**src/ext_irq_cfg.svh**
```systemverilog
`ifndef EXT_IRQ_CFG_SVH
`define EXT_IRQ_CFG_SVH

// Register offsets (byte addresses)
`define OFS_IO_CTRL 12'h000
`define OFS_IRQ_STAT 12'h004
`define OFS_IRQ_MASK 12'h008
`define OFS_FIQ_MASK 12'h00c
`define OFS_PWR_MODE 12'h010

// Widths
`define STAT_W 24
`define IN_W 21
`define GP_W 8
`define OD_W 2

// Input vector and status bit positions
`define I_FALL 0
`define I_RISE 1
`define I_LOW_A 2
`define I_LOW_B 3
`define I_HSEL_A 4
`define I_LSEL_B 5
`define I_HIGH_C 6
`define I_LSEL_C 7
`define I_FAST 8
`define I_WAKE_A 9
`define I_WAKE_B 10
`define I_GP 11
`define I_OD 19
`define S_GP 16
`define S_GAP_LO 11
`define S_GAP_HI 15

// Routing allowed per status bit
`define IRQ_OK 24'hff06ff
`define FIQ_OK 24'h0001b0

// Reset values
`define RST_MASK 24'h000000
`define RST_GP_OE 8'h00
`define RST_OD_OE 2'h0

`endif

```
**src/ext_irq_pkg.sv**
```systemverilog
package ext_irq_pkg;
`include "ext_irq_cfg.svh"

    typedef enum logic [1:0] {
        MODE_RUN = 2'b00,
        MODE_STOP = 2'b01,
        MODE_SUSPEND = 2'b10
    } power_mode_type;

    typedef struct packed {
        logic [31:0] prdata;
        logic pready;
        logic pslverr;
        logic [`STAT_W-1:0] stat;
        logic [`STAT_W-1:0] irq_mask;
        logic [`STAT_W-1:0] fiq_mask;
        logic [`GP_W-1:0] gp_oe;
        logic [`OD_W-1:0] od_oe;
        power_mode_type mode;
        logic irq;
        logic fiq;
    } state_type;

endpackage

```
**src/sync_if.sv**
```systemverilog
`timescale 1ns/1ps
`default_nettype none
interface sync_if #(parameter int W = 1) ();
    logic [W-1:0] raw;
    logic [W-1:0] level;
    logic [W-1:0] rise;
    logic [W-1:0] fall;
    logic valid;
    modport sync (input raw, output level, output rise, output fall, output valid);
    modport user (output raw, input level, input rise, input fall, input valid);
endinterface
`default_nettype wire

```
**src/edge_sync.sv**
```systemverilog
`timescale 1ns/1ps
`default_nettype none
module edge_sync (
    input wire logic pclk,
    input wire logic presetn,
    sync_if.sync sp
);
    localparam int W = $bits(sp.raw);

    if (W < 1) begin : g_chk
        $error("edge_sync needs at least one input");
    end

    typedef struct packed {
        logic [W-1:0] meta;
        logic [W-1:0] sync;
        logic [W-1:0] prev;
        logic [2:0] prime;
    } sync_state_type;

    sync_state_type st_r;
    sync_state_type st_nxt;

    // Two-flop chain, then one history stage for edges
    always_comb begin
        st_nxt = st_r;
        st_nxt.meta = sp.raw;
        st_nxt.sync = st_r.meta;
        st_nxt.prev = st_r.sync;
        st_nxt.prime = {st_r.prime[1:0], 1'b1};
    end

    always_ff @(posedge pclk or negedge presetn) begin
        if (!presetn) begin
            st_r <= '0;
        end else begin
            st_r <= st_nxt;
        end
    end

    // Edges are suppressed until the history stage holds real samples
    assign sp.level = st_r.sync;
    assign sp.valid = st_r.prime[2];
    assign sp.rise = st_r.prime[2] ? (st_r.sync & ~st_r.prev) : '0;
    assign sp.fall = st_r.prime[2] ? (~st_r.sync & st_r.prev) : '0;
endmodule
`default_nettype wire

```
**src/ext_irq_wake.sv**
```systemverilog
// Contract
// First input requests only on a high-to-low transition.
// First input's present level is readable in the I/O control register.
// Second input's low-to-high transition raises the normal request.
// Third and fourth inputs are active-low levels, normal request only.
// Fifth input active-high, normal or fast request chosen by masks.
// Sixth input active-low, normal or fast request chosen by masks.
// Seventh input active-high level, normal request only.
// Eighth input active-low, may raise fast or normal request.
// Ninth input active-high, fast request only.
// Falling edge of either wake input ends stop or suspend mode.
// Eight port bits are software controlled and can raise interrupts.
// Two open-drain lines are general I/O and never interrupt.
// Inputs are synchronised; detected edges stay pending until cleared.
// Level sources hold their active level until serviced.
`timescale 1ns/1ps
`default_nettype none
`include "ext_irq_cfg.svh"
module ext_irq_wake
    import ext_irq_pkg::*;
(
    input wire logic pclk,
    input wire logic presetn,
    input wire logic psel,
    input wire logic penable,
    input wire logic pwrite,
    input wire logic [11:0] paddr,
    input wire logic [31:0] pwdata,
    output logic [31:0] prdata,
    output logic pready,
    output logic pslverr,
    input wire logic ext_irq_fall_edge_n,
    input wire logic ext_irq_rise_edge,
    input wire logic ext_irq_low_a_n,
    input wire logic ext_irq_low_b_n,
    input wire logic ext_irq_high_sel_a,
    input wire logic ext_irq_low_sel_b_n,
    input wire logic ext_irq_high_c,
    input wire logic ext_irq_low_sel_c_n,
    input wire logic ext_fast_irq_high,
    input wire logic wake_event_a_n,
    input wire logic wake_event_b_n,
    input wire logic [`GP_W-1:0] gp_port_lines_in,
    output logic [`GP_W-1:0] gp_port_lines_out,
    output logic [`GP_W-1:0] gp_port_lines_oe,
    input wire logic [`OD_W-1:0] open_drain_lines_in,
    output logic [`OD_W-1:0] open_drain_lines_out,
    output logic [`OD_W-1:0] open_drain_lines_oe,
    output logic irq,
    output logic fiq,
    output logic [1:0] power_mode
);
    state_type st_r;
    state_type st_nxt;
    logic [`STAT_W-1:0] set_vec;
    logic [`STAT_W-1:0] clr_vec;
    logic [31:0] rd_mux;
    logic commit;

    sync_if #(.W(`IN_W)) pins_if ();

    // Every pin is brought onto pclk before use
    assign pins_if.raw = {
        open_drain_lines_in,
        gp_port_lines_in,
        wake_event_b_n,
        wake_event_a_n,
        ext_fast_irq_high,
        ext_irq_low_sel_c_n,
        ext_irq_high_c,
        ext_irq_low_sel_b_n,
        ext_irq_high_sel_a,
        ext_irq_low_b_n,
        ext_irq_low_a_n,
        ext_irq_rise_edge,
        ext_irq_fall_edge_n
    };

    edge_sync u_sync (
        .pclk(pclk),
        .presetn(presetn),
        .sp(pins_if.sync)
    );

    // Decode of the mapped register words
    function automatic logic reg_hit(input logic [11:0] a);
        reg_hit = (a == `OFS_IO_CTRL) || (a == `OFS_IRQ_STAT) || (a == `OFS_IRQ_MASK)
            || (a == `OFS_FIQ_MASK) || (a == `OFS_PWR_MODE);
    endfunction

    // Per-source request conditions
    always_comb begin
        set_vec = '0;
        if (pins_if.valid) begin
            set_vec[`I_FALL] = pins_if.fall[`I_FALL];
            set_vec[`I_RISE] = pins_if.rise[`I_RISE];
            set_vec[`I_LOW_A] = ~pins_if.level[`I_LOW_A];
            set_vec[`I_LOW_B] = ~pins_if.level[`I_LOW_B];
            set_vec[`I_HSEL_A] = pins_if.level[`I_HSEL_A];
            set_vec[`I_LSEL_B] = ~pins_if.level[`I_LSEL_B];
            set_vec[`I_HIGH_C] = pins_if.level[`I_HIGH_C];
            set_vec[`I_LSEL_C] = ~pins_if.level[`I_LSEL_C];
            set_vec[`I_FAST] = pins_if.level[`I_FAST];
            set_vec[`I_WAKE_A] = pins_if.fall[`I_WAKE_A];
            set_vec[`I_WAKE_B] = pins_if.fall[`I_WAKE_B];
            set_vec[`S_GP +: `GP_W] = pins_if.fall[`I_GP +: `GP_W];
        end
    end

    // Read data for the addressed word
    always_comb begin
        unique case (paddr)
            `OFS_IO_CTRL: rd_mux = {
                13'h0000,
                pins_if.level[`I_WAKE_B],
                pins_if.level[`I_WAKE_A],
                pins_if.level[`I_FALL],
                6'h00,
                pins_if.level[`I_OD +: `OD_W],
                pins_if.level[`I_GP +: `GP_W]
            };
            `OFS_IRQ_STAT: rd_mux = {8'h00, st_r.stat};
            `OFS_IRQ_MASK: rd_mux = {8'h00, st_r.irq_mask};
            `OFS_FIQ_MASK: rd_mux = {8'h00, st_r.fiq_mask};
            `OFS_PWR_MODE: rd_mux = {30'h0, st_r.mode};
            default: rd_mux = 32'h00000000;
        endcase
    end

    // APB slave, status, masks, port drive and power mode
    always_comb begin
        st_nxt = st_r;
        commit = psel && penable && st_r.pready;
        clr_vec = '0;
        st_nxt.pready = 1'b0;
        st_nxt.pslverr = 1'b0;
        if (psel && penable && !st_r.pready) begin
            st_nxt.pready = 1'b1;
            st_nxt.pslverr = !reg_hit(paddr);
            st_nxt.prdata = pwrite ? 32'h00000000 : rd_mux;
        end
        // Only bits that were returned are cleared, so a new event is kept
        if (commit && !pwrite && paddr == `OFS_IRQ_STAT) begin
            clr_vec = st_r.prdata[`STAT_W-1:0];
        end
        st_nxt.stat = (st_r.stat & ~clr_vec) | set_vec;
        if (commit && pwrite) begin
            unique case (paddr)
                `OFS_IO_CTRL: begin
                    st_nxt.gp_oe = ~pwdata[`GP_W-1:0];
                    st_nxt.od_oe = ~pwdata[`GP_W +: `OD_W];
                end
                `OFS_IRQ_MASK: st_nxt.irq_mask = pwdata[`STAT_W-1:0] & `IRQ_OK;
                `OFS_FIQ_MASK: st_nxt.fiq_mask = pwdata[`STAT_W-1:0] & `FIQ_OK;
                `OFS_PWR_MODE: begin
                    if (pwdata[1:0] != 2'b11) begin
                        st_nxt.mode = power_mode_type'(pwdata[1:0]);
                    end
                end
                default: st_nxt.mode = st_r.mode;
            endcase
        end
        // A wake edge wins over a mode write in the same cycle
        if (set_vec[`I_WAKE_A] || set_vec[`I_WAKE_B]) begin
            st_nxt.mode = MODE_RUN;
        end
        st_nxt.irq = |(st_nxt.stat & st_nxt.irq_mask & `IRQ_OK);
        st_nxt.fiq = |(st_nxt.stat & st_nxt.fiq_mask & `FIQ_OK);
    end

    always_ff @(posedge pclk or negedge presetn) begin
        if (!presetn) begin
            st_r <= '{
                prdata: 32'h00000000,
                pready: 1'b0,
                pslverr: 1'b0,
                stat: '0,
                irq_mask: `RST_MASK,
                fiq_mask: `RST_MASK,
                gp_oe: `RST_GP_OE,
                od_oe: `RST_OD_OE,
                mode: MODE_RUN,
                irq: 1'b0,
                fiq: 1'b0
            };
        end else begin
            st_r <= st_nxt;
        end
    end

    // Outputs; open-drain lines only ever pull low
    assign prdata = st_r.prdata;
    assign pready = st_r.pready;
    assign pslverr = st_r.pslverr;
    assign gp_port_lines_out = '0;
    assign gp_port_lines_oe = st_r.gp_oe;
    assign open_drain_lines_out = '0;
    assign open_drain_lines_oe = st_r.od_oe;
    assign irq = st_r.irq;
    assign fiq = st_r.fiq;
    assign power_mode = st_r.mode;
endmodule
`default_nettype wire

```
**config.mk**
```make
export PLATFORM = sky130hd
export DESIGN_NAME = ext_irq_wake
export DESIGN_NICKNAME = d
export VERILOG_FILES = /design/src/ext_irq_pkg.sv /design/src/sync_if.sv /design/src/edge_sync.sv /design/src/ext_irq_wake.sv
export VERILOG_INCLUDE_DIRS = /design/src /design/src/src
export SDC_FILE = /design/constraint.sdc
export NUM_CORES = 1
export LEC_CHECK = 0
export ABC_CLOCK_PERIOD_IN_PS = 2900
export BUFFER_PORTS_ARGS = -buffer_cell sky130_fd_sc_hd__buf_2
export CAP_MARGIN = 20
export CORE_MARGIN = 1.5
export CORE_UTILIZATION = 46
export CTS_BUF_LIST = sky130_fd_sc_hd__clkbuf_4 sky130_fd_sc_hd__clkbuf_8
export DETAILED_ROUTE_END_ITERATION = 8
export GPL_ROUTABILITY_DRIVEN = 0
export GPL_TIMING_DRIVEN = 1
export PLACE_DENSITY = 0.76
export SYNTH_ARGS = -nofsm -noshare
export SYNTH_HDL_FRONTEND = slang
export SYNTH_SLANG_ARGS = --single-unit
```
**constraint.sdc**
```tcl
create_clock -name pclk -period 2.9 [get_ports pclk]
set_input_delay 0.58 -clock pclk [delete_from_list [all_inputs] [get_ports pclk]]
set_output_delay 0.58 -clock pclk [all_outputs]
set_load 0.01 [all_outputs]
```
=== After elaboration in Yosys (flattened, before gate mapping) ===
Index checks and enable logic that the tools add are counted.

* Bits in registers: 184
* Input port bits: 70
* Output and inout port bits: 58
* Word-level logic and storage cells: 70

* Equal/unequal tests: 5
* Multiplexer cells: 13
* Bitwise operators: 15
* Reduce and logical (&&, ||, !) cells: 22

{| class="wikitable"
|+ Operators with widths
! kind !! count
|-
| $pmux W24 S5 || 1
|-
| $mux W24 || 4
|-
| $mux W60 || 1
|-
| $and A24 B24 Y24 || 2
|-
| $eq A12 B4 Y1 const B || 2
|-
| $not A24 Y24 || 1
|-
| $or A24 B24 Y24 || 1
|-
| $and A19 B19 Y19 || 1
|-
| $not A19 Y19 || 1
|-
| $reduce_or A18 Y1 || 1
|-
| $eq A12 B3 Y1 const B || 1
|-
| $eq A12 B5 Y1 const B || 1
|-
| $logic_not A12 Y1 || 1
|-
| $mux W11 || 1
|-
| $mux W10 || 1
|-
| $and A9 B9 Y9 || 1
|-
| $mux W2 || 4
|-
| $mux W8 || 1
|-
| $not A8 Y8 || 1
|-
| $logic_and A1 B1 Y1 || 6
|-
| $reduce_bool A2 Y1 || 3
|-
| $logic_or A1 B1 Y1 || 5
|-
| $not A1 Y1 || 4
|-
| $not A2 Y2 || 2
|-
| other kinds (6) || 8
|}

=== Depth between registers and ports, before layout ===
Gate-level depths: netlist of run 1.

* Word-level depth: 10
* Gate-level depth with buffers: 10
* Gate-level depth less buffers: 7

=== Modules after synthesis ===
A second synthesis of run 1 with hierarchy kept.

* Cells, all modules: 586
* Area, all modules: 6956.7 sq um

{| class="wikitable"
|+ By module, submodules not included
! module !! instances !! cells each !! area an instance (sq um) !! seq. area each (sq um)
|-
| ext_irq_wake || 1 || 452 || 4704.5 || 2427.3
|-
| edge_sync || 1 || 134 || 2252.2 || 1651.6
|}

=== Least setup slack after synthesis of run 1 ===
OpenSTA, ideal clock, no wires.

* Kind: input to register
* Start: input port paddr[2]
* End: register st_r, in the netlist irq
* Setup time: 0.139 ns
* Data arrival time: 2.820 ns
* Required time: 2.761 ns
* Path slack: -0.059 ns
* Stages on the path: 8
* Path buffers: 2
* Cells stage by stage: buf_2 nor2b_1 nand3_4 buf_6 mux2_4 a22o_1 or4_1 or4_1

{| class="wikitable"
|+ RTL lines
! element !! RTL line !! text
|-
| start: declaration || ext_irq_wake.sv:27 || <nowiki>input wire logic [11:0] paddr,</nowiki>
|-
| end signal: assignment || ext_irq_wake.sv:173 || <nowiki>st_r <= '{</nowiki>
|-
| end signal: assignment || ext_irq_wake.sv:187 || <nowiki>st_r <= st_nxt;</nowiki>
|-
| end: declaration || ext_irq_wake.sv:53 || <nowiki>state_type st_r;</nowiki>
|}

==> impl_metrics.toml, run 1 <==
[run_status]
status = "finished, final reports clean"

[worst_hold_path]
hold_path.class = "input pin to asynchronous set/reset pin"

[floorplanning]
die_h_um = 118
io_pins = 128
design.core.area_um2 = 12800
start_util_pct = 47.7
dieArea_um2 = 14000
die_w_um = 118
rows = 41

[global_routing]
antenna_found_initial = 0
grt_pass1_vias = 4065
grt_max_degree = 67
grt_usage_pct = 20.3
overflow = 0
grt_pass1_wl_mm = 21.5

[setup_path]
crit_required_ns = 3.20
crit_type = "input pin to register"
crit_family = "simple AND/OR/NAND/NOR gates"
cp_num_buf_inv = 2
endpoint_kind = "register"
cp.depth = 9
path_cells = "buf_2 > nor4_2 > and4_2 > buf_4 > nand3_1 > a2bb2oi_1 > a2bb2o_1 > a2111o_1 > or4_1"
reg2reg_depth = 8
r2r-end = "irq"
worst_path_largest_cell_delay_ns = 0.54
start_kind = "input pin"
r2r_slack_ns = 0.19
reg2reg_from = "pready"
worstPathMaxFanout = 14
cp_data_arrival_time_ns = 3.02
cpMaxStageDelayCell = "or4_1"

[clock_network]
path_clk_slew_ns = 0.08
postCtsResizedCells = 0
cts-root-buf = "clkbuf_8"
cts.sinks = 154
clk_path_buf_depth = 2
cts_tree = "built"
ctsHoldBuffers = 0
cts_buffers = 17
htree_num_levels = 4
cts_setup_buffers = 0
clock_latency_ns = 0.44

[sta]
grt_setup_unrepaired = "false"
worstMarginPinSlew_ns = 0.610
fmax_mhz = 368
min_period_ns = 2.72
setup_viol = 0
relSlewSlack_pct = 59.3
drv_slew = 0
period_share_pct = 93.7
skew_ns = 0.0109
finalWorstSetupSlack_ns = 0.183
worst_hold_slack_ns = 0.0873
finalHoldViolations = 0
setup_tns_ns = 0

[layout]
antenna_cells = 0
syn_to_final_growth_pct = 15.1
fin_nets = 629
layout-drive-gt1-share_pct = 34.1
fin_util_pct = 54.9

[logic_synthesis]
syn-cell-area_um2 = 6120
ys_async_sr_fraction_pct = 100
netlist_instances = 473
synth-main-ff-cell = "dfrtp_1"
yosysMostFrequentCell = "dfrtp_1"
synth_seq_cells = 154
synth_top_area_share_pct = 63.0
ys_types = 40
ys_warn_count = 0
synth_edf_count = 0
synthTopCellsByCount = "dfrtp_1, buf_4, nand2_1"
seq_area_frac_synth_pct = 63.0
avgSynthCellArea_um2 = 12.9
synth_top_cell_by_area = "dfrtp_1"
synthTopCellsByArea = "dfrtp_1, buf_4, mux4_2"

[routing]
drtPass1Iterations = 4
routedWlPerCell_um = 18.0
vias_per_cell = 5.23
drt-total-wl_mm = 13.4
route.detailed.drc = 0
vias = 3893
drtAntennaViolNets = 0
drt-initial-drc-count = 330

[power]
finalPower_mw = 3.95
total_leakage_power_nw = 3.54
ir_worst_vdd_uv = 604
cellPowerDensity_nw_per_um2 = 560

[placed_design]
post-dp-hpwl_mm = 9.41
pre_cts_ws_ns = -0.313
io_buffers = 96

[flow_run]
drv_cap = 0
-- power by group --
| group | switching (mW) | internal (mW) | total [mW] |
|---|---|---|---|
| clock | 0.756 | 0.800 | 1.56 |
| sequential | 0.0226 | 2.19 | 2.21 |
| combinational | 0.113 | 0.0660 | 0.179 |
-- per-stage QoR --
step / area [um2] / std cells
floorplan: 6200 / 490
global placement: 6650 / 712
detailed placement: 6650 / 712
CTS: 7040 / 744
global route: 7050 / 744
finish: 7050 / 744
-- worst reg2reg max path, cell delays in order, from the launching register on --
cell,delay (ns)
dfrtp_1,0.38
nand3_1,0.16
nor4b_4,0.28
buf_4,0.22
nand3_1,0.09
a32o_1,0.23
a22o_1,0.24
or4_1,0.55
or4_1,0.43
-- cell type report --
class                      count  area [um2]
clock buffer                  20         263
clock inverter                12         125
fill                        1084        5780
inverter                      21        78.8
multi-input combinational    238        1750
sequential                   154        3850
tap                          172         215
timing repair buffer         127         757
-- state kept, by name (all words and copies together) (netlist names), named ones only --
name	cells
u_sync.st_nxt	23
prdata	24
power_mode	2
u_sync.sp.level	21
pslverr	1
irq	1
fiq	1
gp_port_lines_oe	8
st_r	46
pready	1
u_sync.st_r	12
open_drain_lines_oe	2
u_sync.sp.valid	1
-- layer usage --
metal  track usage, %  wire length [um]  vias to the layer above
li1                 -                 -                     1748
met1             25.8              5640                     1987
met2             32.4              6570                      135
met3             6.03               815                       23
met4             8.69               346                        0
met5                0                 0                        -
-- kinds of logic (layout without fill, tap and decap cells) --
family	count (synthesis)	count (layout)	share of synthesized area [%]
AND/OR/NAND/NOR	95	95	7.93
flip-flops	154	154	63.0
buffers and inverters	98	180	9.73
other	2	19	0.123
AO/OA/AOI/OAI	89	89	11.3
multiplexers	35	35	7.99
-- how the worst max path moves through the flow --
stage	slack, ns	to	start
after floorplan	0.02	irq	paddr[5]
final	0.18	irq	paddr[5]
after detailed placement	-0.31	irq	paddr[5]
after global placement	-0.26	irq	paddr[5]
after global routing	0.08	irq	pready
after CTS	0.16	irq	paddr[5]
-- placed cells by master (no fill, tap or decap), types with 4 or more instances in the layout --
master    synthesis  final
mux2_2           17     17
a22o_1           20     20
a32o_1           10     10
dfrtp_1         154    154
nor2b_1           8      7
o31ai_1           4      4
mux2i_1           8      8
clkbuf_8          0     18
inv_1            21     21
and2_1           11     11
clkinv_2          0      5
nand2_1          35     35
buf_2             5     95
nand3_1          16     16
a21oi_1           4      4
mux4_2            9      9
a21boi_0          5      5
buf_4            55     28
a22oi_1          12     12
nor2_1           14     14
conb_1            2     19
o21ai_0          22     22
Power figures use the tool's default switching activity.
==> inputs of run 2 (changes only) <==
--- a/config.mk
+++ b/config.mk
@@ -6,6 +6,7 @@
 export SDC_FILE = /design/constraint.sdc
 export NUM_CORES = 1
 export LEC_CHECK = 0
+export ABC_AREA = 1
 export ABC_CLOCK_PERIOD_IN_PS = 2900
 export BUFFER_PORTS_ARGS = -buffer_cell sky130_fd_sc_hd__buf_2
 export CAP_MARGIN = 20
==> run 2 against run 1 <==
  * Worst setup slack better by 0.60 ns
  * Largest power group unchanged
  * Critical path type is now register to register
  * Count of clock-buffer cells in the layout up 5
  * Final cell count up 25%
  * Critical path depth up 3
  * Critical endpoint unchanged
==> impl_metrics.toml, run 2 <==
[clock_network]
postCtsResizedCells = 0
path_clk_slew_ns = 0.08
cts_tree = "built"
cts_setup_buffers = 0
cts_buffers = 17
ctsHoldBuffers = 0
clock_latency_ns = 0.45
cts.sinks = 154
cts-root-buf = "clkbuf_8"
clk_path_buf_depth = 2
htree_num_levels = 4

[global_routing]
overflow = 0
grt_usage_pct = 20.8
grt_pass1_wl_mm = 22.7
antenna_found_initial = 0
grt_pass1_vias = 4297
grt_max_degree = 64

[floorplanning]
design.core.area_um2 = 13800
die_w_um = 121
dieArea_um2 = 14700
die_h_um = 121
rows = 43
start_util_pct = 46.7
io_pins = 128

[layout]
syn_to_final_growth_pct = 13.2
final_cells = 927
antenna_cells = 0
largest-register = "st_r"
final_area_um2 = 7290
largest_reg_flops = 46
fillers = 1293
final_common_cell = "nand2_1"
fin_nets = 805
most-common-layout-cells = "nand2_1, dfrtp_1, buf_2"
layout-drive-gt1-share_pct = 24.5

[setup_path]
cp_data_arrival_time_ns = 2.44
start_kind = "register"
worstPathMaxFanout = 14
crit_required_ns = 3.23
crit_family = "simple AND/OR/NAND/NOR gates"
crit_type = "register to register"
cpMaxStageDelayCell = "dfrtp_1"
cp_num_buf_inv = 2
cp_common_cell = "nand2_1"
endpoint_kind = "register"
path_cells = "nand3_1 > nor2_2 > nand3_2 > buf_4 > nand2_1 > nand2_1 > nand2_2 > inv_2 > nor2_2 > nand2_1 > nor2_1 > nand2_1"
worst_path_largest_cell_delay_ns = 0.38

[logic_synthesis]
synth_edf_count = 0
synth-main-ff-cell = "dfrtp_1"
avgSynthCellArea_um2 = 9.71
syn-cell-area_um2 = 6440
synth_top_area_share_pct = 59.9
ys_types = 33
synthMuxAreaShare_pct = 0
seq_area_frac_synth_pct = 59.9
synth_top_cell_by_area = "dfrtp_1"
synth_compound_gate_area_share_pct = 7.46
yosys.area_share.simple_pct = 20.8
synthTopCellsByCount = "nand2_1, dfrtp_1, buf_4"
synthAdderAreaFrac_pct = 0
yosysMostFrequentCell = "nand2_1"
synthXorXnorAreaFrac_pct = 0
synth_top_family_by_area = "simple AND/OR/NAND/NOR gates"
ys_async_sr_fraction_pct = 100
synthTopCellsByArea = "dfrtp_1, nand2_1, buf_4"
synth_seq_cells = 154
ys_warn_count = 0
netlist_instances = 663

[sta]
min_period_ns = 2.12
period_share_pct = 72.9
relSlewSlack_pct = 60.6
drv_slew = 0
fmax_mhz = 473
setup_tns_ns = 0
finalHoldViolations = 0
setup_viol = 0
worstMarginPinSlew_ns = 0.591
grt_setup_unrepaired = "false"
skew_ns = 0.00898

[run_status]
status = "finished, final reports clean"

[placed_design]
placement.cell_area_um2 = 6810
dpl.cell_count = 896
io_buffers = 96
post-dp-hpwl_mm = 9.87

[routing]
vias = 4556
drtPass1Iterations = 5
drt-initial-drc-count = 401
routedWlPerCell_um = 15.4
route.detailed.drc = 0
vias_per_cell = 4.91
drt-total-wl_mm = 14.3
drtAntennaViolNets = 0

[power]
ir_worst_vdd_uv = 285
total_leakage_power_nw = 3.83
cellPowerDensity_nw_per_um2 = 587
finalPower_mw = 4.28

[worst_hold_path]
hold_path.class = "input pin to asynchronous set/reset pin"

[flow_run]
drv_cap = 0
## run 2: path summary, 6_finish.rpt
kind	start	endpoint	slack, ns	cells past startpoint
worst max-delay path	pready	irq	0.78	12
worst min-delay path	presetn	u_sync.sp.level[14]	0.11	1
worst max register to register	pready	irq	0.78	12
worst min register to register	u_sync.st_nxt[26]	u_sync.sp.level[2]	0.35	0
max in group asynchronous	presetn	u_sync.sp.valid	2.06	2
min in group pclk	gp_port_lines_in[2]	u_sync.st_nxt[37]	0.23	1
## run 2: cells by family after synthesis
kind of cell,count (synthesis)
simple gates,291
other cells,2
compound gates,82
buf+inv,134
flops,154
## run 2: where the power goes
| group | leakage (nW) | internal [mW] | switching, mW | total [mW] |
|---|---|---|---|---|
| registers | 1.82 | 2.19 | 0.0160 | 2.20 |
| logic | 1.76 | 0.0499 | 0.115 | 0.165 |
| clock network | 0.243 | 1.17 | 0.746 | 1.91 |
| total | 3.83 | 3.40 | 0.877 | 4.28 |
## run 2: metrics by stage
| stage | setup slack [ns] | hold WS, ns | util, % |
|---|---|---|---|
| 2_1_floorplan | 1.01 | 0.284 | - |
| 6_report | 0.785 | 0.110 | 52.9 |
| 5_1_grt | 0.637 | 0.138 | 52.9 |
| 3_3_place_gp | 0.472 | 0.331 | 49.4 |
| 4_1_cts | 0.753 | 0.119 | 52.9 |
| 3_5_place_dp | 0.435 | 0.335 | 49.4 |
## run 2: area by class of cell
| cell class | instances | area (um2) | area share, % |
|---|---|---|---|
| flip-flops and latches | 154 | 3850 | 52.9 |
| multi-input cells | 392 | 1890 | 26.0 |
| repair buffers | 108 | 602 | 8.26 |
| clock buffers | 25 | 325 | 4.46 |
| inverters | 62 | 233 | 3.19 |
| well taps | 180 | 225 | 3.09 |
| clock inverters | 6 | 158 | 2.16 |
## run 2: metal layers
layer  vias up  track usage (%)  part of all wire (%)
li1       2185                -                     -
met1      2185             28.7                    45
met2       174             32.5                    47
met3        12             5.03                   6.9
met4         0             6.76                   1.2
met5         -                0                     0
